==> config.mk <==
export PLATFORM = sky130hd
export DESIGN_NAME = stf_feed
export DESIGN_NICKNAME = d
export VERILOG_FILES = /design/src/logic/stf_pkg.sv /design/src/logic/stf_feed.sv /design/src/logic/stf_sync.sv
export SDC_FILE = /design/constraint.sdc
export NUM_CORES = 1
export LEC_CHECK = 0
export ABC_AREA = 1
export BUFFER_PORTS_ARGS = -buffer_cell sky130_fd_sc_hd__buf_2
export CAP_MARGIN = 20
export CORE_UTILIZATION = 25
export DETAILED_ROUTE_END_ITERATION = 16
export PLACE_DENSITY = 0.46
export SYNTH_ARGS = -nofsm -noshare
export SYNTH_HDL_FRONTEND = slang
export SYNTH_SLANG_ARGS = --single-unit
==> constraint.sdc <==
create_clock -name ref_clk -period 7.73 [get_ports ref_clk]
set_clock_uncertainty 0.15 [all_clocks]
set_input_delay 0 -clock ref_clk [delete_from_list [all_inputs] [get_ports ref_clk]]
set_output_delay 0 -clock ref_clk [all_outputs]
set_load 0.005 [all_outputs]
==> src/logic/stf_pkg.sv <==
// package for the sensor triggered feed sequencer
package stf_pkg;
    // ****************************************
    // widths and encodings
    // ****************************************
    localparam int STF_POS_W = 32; // step position width
    localparam int STF_ANA_W = 12; // analog sample width
    localparam int STF_RATE_W = 16; // speed and ramp field width
    localparam logic [2:0] STF_SEL_PULSE = 3'h1; // pulse_in_terminal
    localparam logic [2:0] STF_SEL_HEAD = 3'h2; // heading_in_terminal
    localparam logic [2:0] STF_SEL_GATE = 3'h3; // gate_input_pin
    localparam logic [2:0] STF_SEL_ANA = 3'h4; // analog_sense_pin
    localparam logic [7:0] STF_COND_L = 8'h4c; // letter L
    localparam logic [7:0] STF_COND_H = 8'h48; // letter H
    localparam logic [7:0] STF_COND_F = 8'h46; // letter F
    localparam logic [7:0] STF_COND_R = 8'h52; // letter R
    localparam logic [7:0] STF_BANG = 8'h21; // exclamation character
    localparam logic [1:0] STF_SYNC_RST = 2'h3; // idle pins read open
    localparam logic [STF_POS_W-1:0] STF_POS_ZERO = 32'h0; // zero distance

    // ****************************************
    // carried groups
    // ****************************************
    typedef struct packed {
        logic [STF_RATE_W-1:0] speed; // cruise_speed
        logic [STF_RATE_W-1:0] accel; // speedup_rate
        logic [STF_RATE_W-1:0] decel; // slowdown_rate
    } stf_prof_t;

    typedef struct packed {
        logic guarded; // guarded_sensor_feed_cmd
        logic [2:0] sel; // input selector
        logic [7:0] cond; // condition letter
    } stf_cmd_t;

    typedef enum logic [1:0] {
        STF_CND_LOW, STF_CND_HIGH, STF_CND_FALL, STF_CND_RISE
    } stf_cnd_t;
endpackage : stf_pkg

==> src/logic/stf_feed.sv <==
// sensor triggered feed sequencer top
module stf_feed
    import stf_pkg::*;
(
    input wire logic ref_clk, // 50 MHz clock
    input wire logic rst, // async reset, high
    input wire logic cmd_valid, // command strobe
    input wire stf_cmd_t cmd, // command fields
    output logic cmd_reject, // pulse: command refused, bad or while busy
    input wire logic signed [STF_POS_W-1:0] post_trigger_travel, // signed
    input wire logic [STF_POS_W-1:0] safety_travel_limit, // guard steps
    input wire stf_prof_t prof_in, // live speed and ramps
    input wire logic [STF_ANA_W-1:0] analog_threshold, // analog cut
    input wire logic [STF_ANA_W-1:0] analog_sense_pin, // analog sample
    input wire logic pulse_in_terminal, // input 1, high when open
    input wire logic heading_in_terminal, // input 2
    input wire logic gate_input_pin, // input 3
    input wire logic step_done, // pulse: one step issued
    input wire logic [STF_POS_W-1:0] decel_steps, // ramp down length
    output logic run_q, // motor running
    output logic ccw_q, // direction, high for ccw
    output logic decel_q, // ramp down in progress
    output stf_prof_t prof_q, // profile for this move
    output logic [STF_POS_W-1:0] travel_q, // steps so far
    output logic [STF_POS_W-1:0] trig_pos_q, // latched trigger position
    output logic [STF_POS_W-1:0] target_q, // stop target
    output logic busy_q, // feed in progress
    output logic tx_valid_q, // pulse: send byte
    output logic [7:0] tx_byte_q // byte to host
);
    // ****************************************
    // sensor synchronisers
    // ****************************************
    logic [2:0] pin_raw; // raw digital pins
    logic [2:0] lvl_w; // synchronised levels
    logic [2:0] prev_w; // previous levels
    assign pin_raw = {gate_input_pin, heading_in_terminal, pulse_in_terminal};

    genvar gi;
    generate
        for (gi = 0; gi < 3; gi++) begin : g_sync
            stf_sync u_sync (
                .ref_clk(ref_clk),
                .rst(rst),
                .pin_in(pin_raw[gi]),
                .lvl_q(lvl_w[gi]),
                .prev_q(prev_w[gi])
            );
        end
    endgenerate

    // analog level, two register stages as for pins
    logic ana_s1_q; // compare stage one
    logic ana_q; // compare stage two
    logic ana_prev_q; // previous analog level
    logic ana_hi_w; // sample above threshold
    assign ana_hi_w = analog_sense_pin > analog_threshold;

    // hold last level when equal to threshold
    always_ff @(posedge ref_clk or posedge rst) begin
        if (rst) begin
            ana_s1_q <= 1'b0;
            ana_q <= 1'b0;
            ana_prev_q <= 1'b0;
        end else begin
            if (analog_sense_pin != analog_threshold) begin
                ana_s1_q <= ana_hi_w;
            end
            ana_q <= ana_s1_q;
            ana_prev_q <= ana_q;
        end
    end

    // ****************************************
    // command decode
    // ****************************************
    function automatic logic cond_ok(input logic [7:0] c);
        cond_ok = (c == STF_COND_L) || (c == STF_COND_H) ||
                  (c == STF_COND_F) || (c == STF_COND_R);
    endfunction : cond_ok

    function automatic stf_cnd_t cond_dec(input logic [7:0] c);
        if (c == STF_COND_L) cond_dec = STF_CND_LOW;
        else if (c == STF_COND_H) cond_dec = STF_CND_HIGH;
        else if (c == STF_COND_F) cond_dec = STF_CND_FALL;
        else cond_dec = STF_CND_RISE;
    endfunction : cond_dec

    logic sel_ok_w; // selector in range
    logic cmd_ok_w; // command accepted
    assign sel_ok_w = (cmd.sel >= STF_SEL_PULSE) &&
        (cmd.guarded ? (cmd.sel <= STF_SEL_GATE)
                     : (cmd.sel <= STF_SEL_ANA));
    assign cmd_ok_w = cmd_valid && !busy_q && sel_ok_w && cond_ok(cmd.cond);
    assign cmd_reject = cmd_valid && !cmd_ok_w;

    // ****************************************
    // trigger evaluation
    // ****************************************
    logic [2:0] sel_q; // held selector
    stf_cnd_t cnd_q; // held condition
    logic guard_q; // guarded move
    logic cur_w; // selected level now
    logic old_w; // selected level before
    logic trig_w; // condition met

    // pins read 0 when current flows, 1 when open
    assign cur_w = (sel_q == STF_SEL_ANA) ? ana_q :
                   (sel_q == STF_SEL_GATE) ? lvl_w[2] :
                   (sel_q == STF_SEL_HEAD) ? lvl_w[1] : lvl_w[0];
    assign old_w = (sel_q == STF_SEL_ANA) ? ana_prev_q :
                   (sel_q == STF_SEL_GATE) ? prev_w[2] :
                   (sel_q == STF_SEL_HEAD) ? prev_w[1] : prev_w[0];

    // edges from previous versus current sample
    assign trig_w = (cnd_q == STF_CND_LOW) ? !cur_w :
                    (cnd_q == STF_CND_HIGH) ? cur_w :
                    (cnd_q == STF_CND_FALL) ? (old_w && !cur_w) :
                    (!old_w && cur_w);

    // ****************************************
    // sequencer
    // ****************************************
    typedef enum logic [1:0] {
        STF_IDLE, STF_SEEK, STF_STOPPING
    } stf_state_t;
    stf_state_t state_q; // sequencer state
    logic [STF_POS_W-1:0] travel_w; // travel after this cycle's step
    logic [STF_POS_W-1:0] dist_w; // magnitude of post_trigger_travel
    logic limit_w; // guard limit reached
    logic stop_w; // decel point reached

    assign travel_w = step_done ? travel_q + 32'h1 : travel_q;
    assign dist_w = post_trigger_travel[STF_POS_W-1] ?
        STF_POS_ZERO - post_trigger_travel : post_trigger_travel;
    assign limit_w = guard_q && (travel_q >= safety_travel_limit);
    assign stop_w = (target_q - travel_q) <= decel_steps;

    // state and move bookkeeping
    always_ff @(posedge ref_clk or posedge rst) begin
        if (rst) begin
            state_q <= STF_IDLE;
            run_q <= 1'b0;
            ccw_q <= 1'b0;
            decel_q <= 1'b0;
            prof_q <= '0;
            travel_q <= STF_POS_ZERO;
            trig_pos_q <= STF_POS_ZERO;
            target_q <= STF_POS_ZERO;
            busy_q <= 1'b0;
            sel_q <= STF_SEL_PULSE;
            cnd_q <= STF_CND_LOW;
            guard_q <= 1'b0;
            tx_valid_q <= 1'b0;
            tx_byte_q <= 8'h0;
        end else begin
            tx_valid_q <= 1'b0;
            case (state_q)
                STF_IDLE: begin
                    if (cmd_ok_w) begin
                        state_q <= STF_SEEK;
                        run_q <= 1'b1;
                        busy_q <= 1'b1;
                        ccw_q <= post_trigger_travel[STF_POS_W-1];
                        prof_q <= prof_in;
                        sel_q <= cmd.sel;
                        cnd_q <= cond_dec(cmd.cond);
                        guard_q <= cmd.guarded;
                        travel_q <= STF_POS_ZERO;
                        decel_q <= 1'b0;
                    end
                end
                STF_SEEK: begin
                    travel_q <= travel_w;
                    if (trig_w) begin
                        state_q <= STF_STOPPING;
                        trig_pos_q <= travel_q;
                        target_q <= travel_q + dist_w;
                    end else if (limit_w) begin
                        state_q <= STF_STOPPING;
                        decel_q <= 1'b1;
                        target_q <= travel_q + decel_steps;
                        tx_valid_q <= 1'b1;
                        tx_byte_q <= STF_BANG;
                    end
                end
                STF_STOPPING: begin
                    travel_q <= travel_w;
                    if (stop_w) begin
                        decel_q <= 1'b1;
                    end
                    if (travel_w >= target_q) begin
                        state_q <= STF_IDLE;
                        run_q <= 1'b0;
                        busy_q <= 1'b0;
                        decel_q <= 1'b0;
                    end
                end
                default: state_q <= STF_IDLE;
            endcase
        end
    end
endmodule : stf_feed

==> src/logic/stf_sync.sv <==
// two flop synchroniser with edge history for the sensor pins
module stf_sync
    import stf_pkg::*;
(
    input wire logic ref_clk, // system clock
    input wire logic rst, // async reset, high
    input wire logic pin_in, // raw pin level
    output logic lvl_q, // synchronised level
    output logic prev_q // previous synchronised level
);
    // ****************************************
    // sync chain
    // ****************************************
    logic [1:0] sync_q; // first flop feeds only the second

    // two flops then history
    always_ff @(posedge ref_clk or posedge rst) begin
        if (rst) begin
            sync_q <= STF_SYNC_RST;
            prev_q <= 1'b1;
        end else begin
            sync_q <= {sync_q[0], pin_in};
            prev_q <= sync_q[1];
        end
    end
    assign lvl_q = sync_q[1];
endmodule : stf_sync

==> impl_metrics.tcl, run 1 <==
set metrics [dict create \
    p_leak_nw 10.4 \
    wire_length_of_the_first_global_routing_pass_um 92300 \
    final_sum_of_negative_setup_slack_ns 0 \
    synthesis.instances 2184 \
    vias_per_cell 4.68 \
    synth_area_leaders "dfrtp_1, nand2_1, ha_1" \
    worst_path_most_repeated_cell "nand2_1" \
    synth_edf_count 0 \
    synth_commonest_cells "nand2_1, inv_1, ha_1" \
    holdCritPathClass "in -> reg" \
    rr_endpoint "decel_q" \
    die_w_um 248 \
    worst_skew_pair.late_latency_ns 0.47 \
    portBuffers 338 \
    post_synthesis_cell_area_sq_mm 0.0151 \
    ys_seq_elements 169 \
    starting_density_of_the_core_pct 25.5 \
    drt_drc_violations_left 0 \
    timing.fmax_mhz 195 \
    detailroute.via_count 15700 \
    worstPathCellList "inv_1 -> ha_1 -> a21oi_1 -> a21boi_0 -> o21ai_1 -> a21boi_0 -> o21ai_1 -> xor2_1 -> ha_1 -> nand2_1 -> nor2_1 -> nand2_1 -> nor4_1 -> nand4_1 -> nand2_1 -> nor2_1 -> nor2_1 -> nand2_1 -> nand2_1 -> nand2_1" \
    grt_usage_pct 20.1 \
    largest_net_degree_at_the_start_of_global_routing 65 \
    worst_path_largest_cell_delay_ns 0.65 \
    synth_top_area_share_pct 26.3 \
    drt-initial-drc-count 1026 \
    rsz0062_at_grt "false" \
    layout-drive-gt1-share_pct 16.8 \
    grt_overflow_total 0 \
    max_cap_viol_count 0 \
    most_common_cell_in_the_netlist "nand2_1" \
    htreeDepth 4 \
    dr.pass1.iters 5 \
    worst_setup_hold_path_clk_slew_ns 0.07 \
    syn_to_final_growth_pct 24.5 \
    die_height_um 248 \
    r2r-start "travel_q[5]" \
    worst_slew_pin_slew_ns 0.973 \
    syn-mean-instance-area_sq_um 6.92 \
    reg2reg_slack_ns 2.60 \
    maximum_vdd_drop_mv 0.163 \
    slowest_library_cell_on_the_worst_path "dfrtp_1" \
    fin_crit_ns 5.13 \
    coreArea_sq_mm 0.0594 \
    design.portCount 345 \
    routabilityCongestion 0.938 \
    synth-seq-area-share_pct 28.1 \
    tritoncts.num_buffers 17 \
    setup_viol 0 \
    crit_path_start "travel_q[5]" \
    worstSetupEndpoint "decel_q" \
    setup.worst_path.start_class "register" \
    fraction_of_registers_with_async_set_or_reset_after_synthesis_pct 100 \
    route.detailed.wl_per_inst_um 18.7 \
    cts_root_buffer "clkbuf_16" \
    die_area_sq_mm 0.0614 \
    powerDensity_mw_per_mm2 158 \
    yosysWarningCount 0 \
    synth.distinct_cells 56 \
    final-hold-violation-count 0 \
    hold_ws_ns 0.0344 \
    outcome "completed" \
    worst-setup-path-type "reg -> reg" \
    cts_resized 0 \
    reg2regPathDepth 20 \
    cts.repair_timing.setup_buffer_count 0 \
    placementRows 89 \
    fillerInstances 6574 \
    clk_path_buf_depth 2 \
    dp_hpwl_um 52500 \
    worst-endpoint-required_ns 7.94 \
    slew_violations 0 \
    critPathMaxFanout 8 \
    worst_path_arrival_time_ns 5.34 \
    wl_um 62800 \
    timing.final.crit_share_pct 66.4 \
    clock_tree_sinks 169 \
    nNetsFinal 2936 \
    num_antenna_cells 0 \
    synth_flop_cell "dfrtp_1" \
    worst_slew_margin_relative_to_its_limit_pct 35.0 \
    timing.critical_path.to_type "register" \
    antenna_found_initial 1 \
    tritoncts_clock_tree "built" \
    synth.largest_area_cell "dfrtp_1" \
    drtAntennaViolNets 0 \
    grt_pass1_vias 15300 \
]
## worst max-delay path: cells and delay by family, from the launching register on
| kind | cells | cell delay, ns |
|---|---|---|
| adder cells (fa/ha/maj) | 2 | 0.69 |
| AND/OR/NAND/NOR | 11 | 1.67 |
| flip-flops | 1 | 0.65 |
| XOR/XNOR | 1 | 0.18 |
| buffers and inverters | 1 | 0.23 |
| AO/OA/AOI/OAI | 5 | 1.46 |
## what timing repair did
| action | in CTS | in global routing |
|---|---|---|
| hold buffers | 69 | 0 |
| hold endpoints to repair | 121 | 0 |
| endpoints found under the setup margin | 0 | 0 |
## logic make-up after synthesis
| group | Yosys count | share of synthesized area [%] |
|---|---|---|
| multiplexers | 1 | 0.0745 |
| other | 1 | 0.0248 |
| AO/OA/AOI/OAI | 395 | 14.4 |
| adder cells (fa/ha/maj) | 179 | 14.9 |
| AND/OR/NAND/NOR | 951 | 26.4 |
| buffers and inverters | 389 | 10.4 |
| XOR/XNOR | 99 | 5.74 |
| flip-flops | 169 | 28.1 |
## area by class of cell
| cell class | instances | area (sq um) | share of cell area (%) |
|---|---|---|---|
| multi-input combinational | 1631 | 9320 | 49.5 |
| sequential | 169 | 4240 | 22.5 |
| timing repair buffer | 412 | 2420 | 12.9 |
| inverter | 339 | 1280 | 6.80 |
| tap | 773 | 967 | 5.14 |
| clock buffer | 18 | 429 | 2.28 |
| clock inverter | 14 | 155 | 0.825 |
## worst min path at each step
stage                           start                         end  slack (ns)  cells after the start
floorplan           pulse_in_terminal  g_sync[0].u_sync.sync_q[0]       -0.15                      0
global placement                  rst                   prof_q[1]       -0.05                      2
detailed placement                rst                  prof_q[20]       -0.04                      2
CTS                 pulse_in_terminal  g_sync[0].u_sync.sync_q[0]        0.02                      2
global route        pulse_in_terminal  g_sync[0].u_sync.sync_q[0]        0.03                      2
finish              pulse_in_terminal  g_sync[0].u_sync.sync_q[0]        0.03                      2
## report_power, final
group | leakage, nW | switching (mW) | total (mW) | internal (mW)
Sequential | 2.25 | 0.0774 | 0.991 | 0.913
Clock | 0.282 | 0.428 | 0.887 | 0.459
Combinational | 7.83 | 0.683 | 1.10 | 0.415
## registers in the layout, indices dropped and copies added (netlist names), 3 cells and up
name / cells
g_sync.u_sync.sync_q: 6
travel_q: 32
trig_pos_q: 32
prof_q: 48
sel_q: 3
target_q: 32
g_sync.u_sync.prev_q: 3
## metal layers
metal | vias to the layer above | global-route usage, % | share of wire, %
met3 | 61 | 2.36 | 4.3
li1 | 7856 | - | -
met4 | 0 | 5.85 | 2.2
met5 | - | 0 | 0
met2 | 374 | 31.4 | 44
met1 | 7403 | 28.9 | 49
## cells in the final DEF, fill, tap and decap left out, drive strengths merged, types with 10 or more instances in the layout
cell,count
dfrtp,159
clkbuf,18
nand4,35
nand3,75
inv,347
o21ai,178
nor4,12
dfstp,10
o21bai,13
nand2,619
ha,177
buf,343
o22ai,18
o21a,10
dlygate4sd3,69
xnor2,30
a31oi,10
xor2,69
nor3,30
a21oi,139
nor2,162
## per-stage QoR
step / cells / power, mW / cell area (sq um) / setup slack, ns / utilization [%]
floorplan: 2189 / 1.68 / 15100 / 3.02 / -
global placement: 3255 / 2.07 / 17500 / 2.45 / 29.6
detailed placement: 3255 / 2.07 / 17500 / 2.55 / 29.6
CTS: 3356 / 3.00 / 18800 / 2.51 / 31.7
global route: 3356 / 3.19 / 18800 / 2.20 / 31.7
finish: 3356 / 2.98 / 18800 / 2.60 / 31.7
Note: power is estimated with default switching activity, not from simulation.
==> run 2: changes to the inputs <==
PLACE_DENSITY = 0.48   (was 0.46)
clock period = 4.1 ns   (was 7.73 ns; I/O delays follow)
==> run 2 against run 1 <==
Worst setup slack lost 2.4 ns; register-to-register slack worse by 2.4 ns; critical path depth up 3; core utilization rose by 1.5 points; total power grew 98%; first-iteration DRC count shrank 4.1%; sequential cell count unchanged; design area is 4.8% higher; wire length increased by 0.37%; sequential share of layout area shrank 1.0 points; worst hold slack improved by 0.0053 ns; combinational power is 120% higher.
==> impl_metrics.tcl, run 2 (synthesis results as in run 1) <==
set metrics [dict create \
    outcome "completed" \
    fillerInstances 6467 \
    p_leak_nw 10.9 \
    worst_slew_margin_relative_to_its_limit_pct 34.8 \
    timing.final.crit_share_pct 95.5 \
    multi_input_area_sq_mm 0.00942 \
    tritoncts.num_buffers 17 \
    holdCritPathClass "in -> reg" \
    worst_setup_hold_path_clk_slew_ns 0.07 \
    post-place-cells 3347 \
    nNetsFinal 3037 \
    num_antenna_cells 0 \
    final_area_sq_mm 0.0197 \
    largest_net_degree_at_the_start_of_global_routing 75 \
    largest_register_ffs 48 \
    coreArea_sq_mm 0.0594 \
    wl_um 63000 \
    die_area_sq_mm 0.0614 \
    worst_path_arrival_time_ns 4.12 \
    powerDensity_mw_per_mm2 298 \
    drtAntennaViolNets 0 \
    tritoncts_clock_tree "built" \
    postPlaceCellArea_sq_mm 0.0183 \
    grt_usage_pct 20.2 \
    cts_root_buffer "clkbuf_16" \
    drt_drc_violations_left 0 \
    setup_viol 0 \
    antenna_found_initial 2 \
    clock_tree_sinks 169 \
    commonest_non_fill_non_tap_cell_in_the_layout "nand2_1" \
    die_w_um 248 \
    setup.worst_path.start_class "register" \
    layout-drive-gt1-share_pct 20.5 \
    worst-setup-path-type "reg -> reg" \
    maximum_vdd_drop_mv 0.249 \
    max_cap_viol_count 0 \
    design.portCount 345 \
    htreeDepth 4 \
    regArea_sq_mm 0.00424 \
    final-hold-violation-count 0 \
    placementRows 89 \
    wire_length_of_the_first_global_routing_pass_um 92400 \
    fin_crit_ns 3.92 \
    routabilityCongestion 0.928 \
    detailroute.via_count 16200 \
    dp_hpwl_um 52700 \
    slew_violations 0 \
    drt-initial-drc-count 984 \
    route.detailed.wl_per_inst_um 18.2 \
    worst_slew_pin_slew_ns 0.977 \
    grt_overflow_total 0 \
    starting_density_of_the_core_pct 25.5 \
    finish.utilization_pct 33.2 \
    die_height_um 248 \
    timing.critical_path.to_type "register" \
    timing.fmax_mhz 255 \
    largest_register "prof_q" \
    worst-endpoint-required_ns 4.30 \
    rsz0062_at_grt "true" \
    clk_path_buf_depth 2 \
    layout.cells.most_common_list "nand2_1, buf_2, inv_1, ha_1, dfrtp_1" \
    worst_skew_pair.late_latency_ns 0.46 \
    syn_to_final_growth_pct 30.5 \
    grt_pass1_vias 15700 \
    layout.cells.non_filler 3457 \
    dr.pass1.iters 5 \
    critPathMaxFanout 6 \
    vias_per_cell 4.68 \
    portBuffers 338 \
]
-- run 2: timing repair --
item,in CTS,in global routing
buffers inserted,0,7
pin swaps,0,8
hold buffers,71,0
endpoints found under the hold margin,222,0
resized for setup,2,33
setup endpoints to repair,3,15
-- run 2: critical path: stages (launching register included) --
cell     delay, ns
dfrtp_1       0.34
inv_1         0.11
ha_1          0.41
nand2_1       0.12
nor2_1        0.17
inv_1         0.06
nor3_1        0.29
nand3_1       0.14
nand3_1       0.22
a31oi_2       0.15
xor2_1        0.18
ha_1          0.30
nand2_1       0.05
nor2_1        0.12
nand2_1       0.10
nor4_2        0.13
buf_4         0.15
nand4_1       0.10
nand2_2       0.12
nor2_1        0.06
nor2_1        0.15
nand2_1       0.07
nand2_1       0.06
nand2_1       0.05
-- run 2: final cells by class --
| type | count | area share (%) |
|---|---|---|
| clock inverter | 14 | 0.831 |
| clock buffer | 18 | 2.18 |
| timing repair buffer | 513 | 16.3 |
| sequential | 169 | 21.5 |
| multi-input combinational | 1631 | 47.8 |
| tap | 773 | 4.91 |
| inverter | 339 | 6.50 |
-- run 2: power by group --
group	internal [mW]	switching [mW]	total [mW]
Combinational	0.944	1.45	2.40
Clock	0.917	0.803	1.72
Sequential	1.72	0.0357	1.76
-- run 2: path summary, 6_finish.rpt --
check | slack [ns] | end | start | depth (start not counted)
worst max-delay path | 0.18 | decel_q | travel_q[12] | 23
worst min-delay path | 0.04 | g_sync[2].u_sync.sync_q[0] | gate_input_pin | 2
worst max register to register | 0.18 | decel_q | travel_q[12] | 23
worst min register to register | 0.21 | g_sync[1].u_sync.sync_q[1] | g_sync[1].u_sync.sync_q[0] | 0
max in group asynchronous | 2.41 | prof_q[29] | rst | 5
min in group asynchronous | 0.47 | travel_q[25] | rst | 4
-- run 2: per-stage QoR --
stage | setup slack, ns | hold slack [ns] | TNS (ns) | total power [mW]
after detailed placement | -0.0813 | -0.190 | -0.173 | 4.05
final | 0.185 | 0.0397 | 0 | 5.88
after global placement | -0.0614 | -0.186 | -0.165 | 4.03
after floorplan | 0.577 | -0.146 | 0 | 3.16
after global routing | -0.0863 | 0.0385 | -0.179 | 6.26
after CTS | 0.00861 | 0.0285 | 0 | 5.86
-- run 2: per-layer routing --
layer  global-route usage, %  vias to the layer above  routed length [um]
li1                        -                     8069                   -
met1                    28.8                     7623               30600
met2                    31.4                      418               28100
met3                    2.88                       58                2960
met4                    5.43                        2                1310
met5                       0                        -                  13
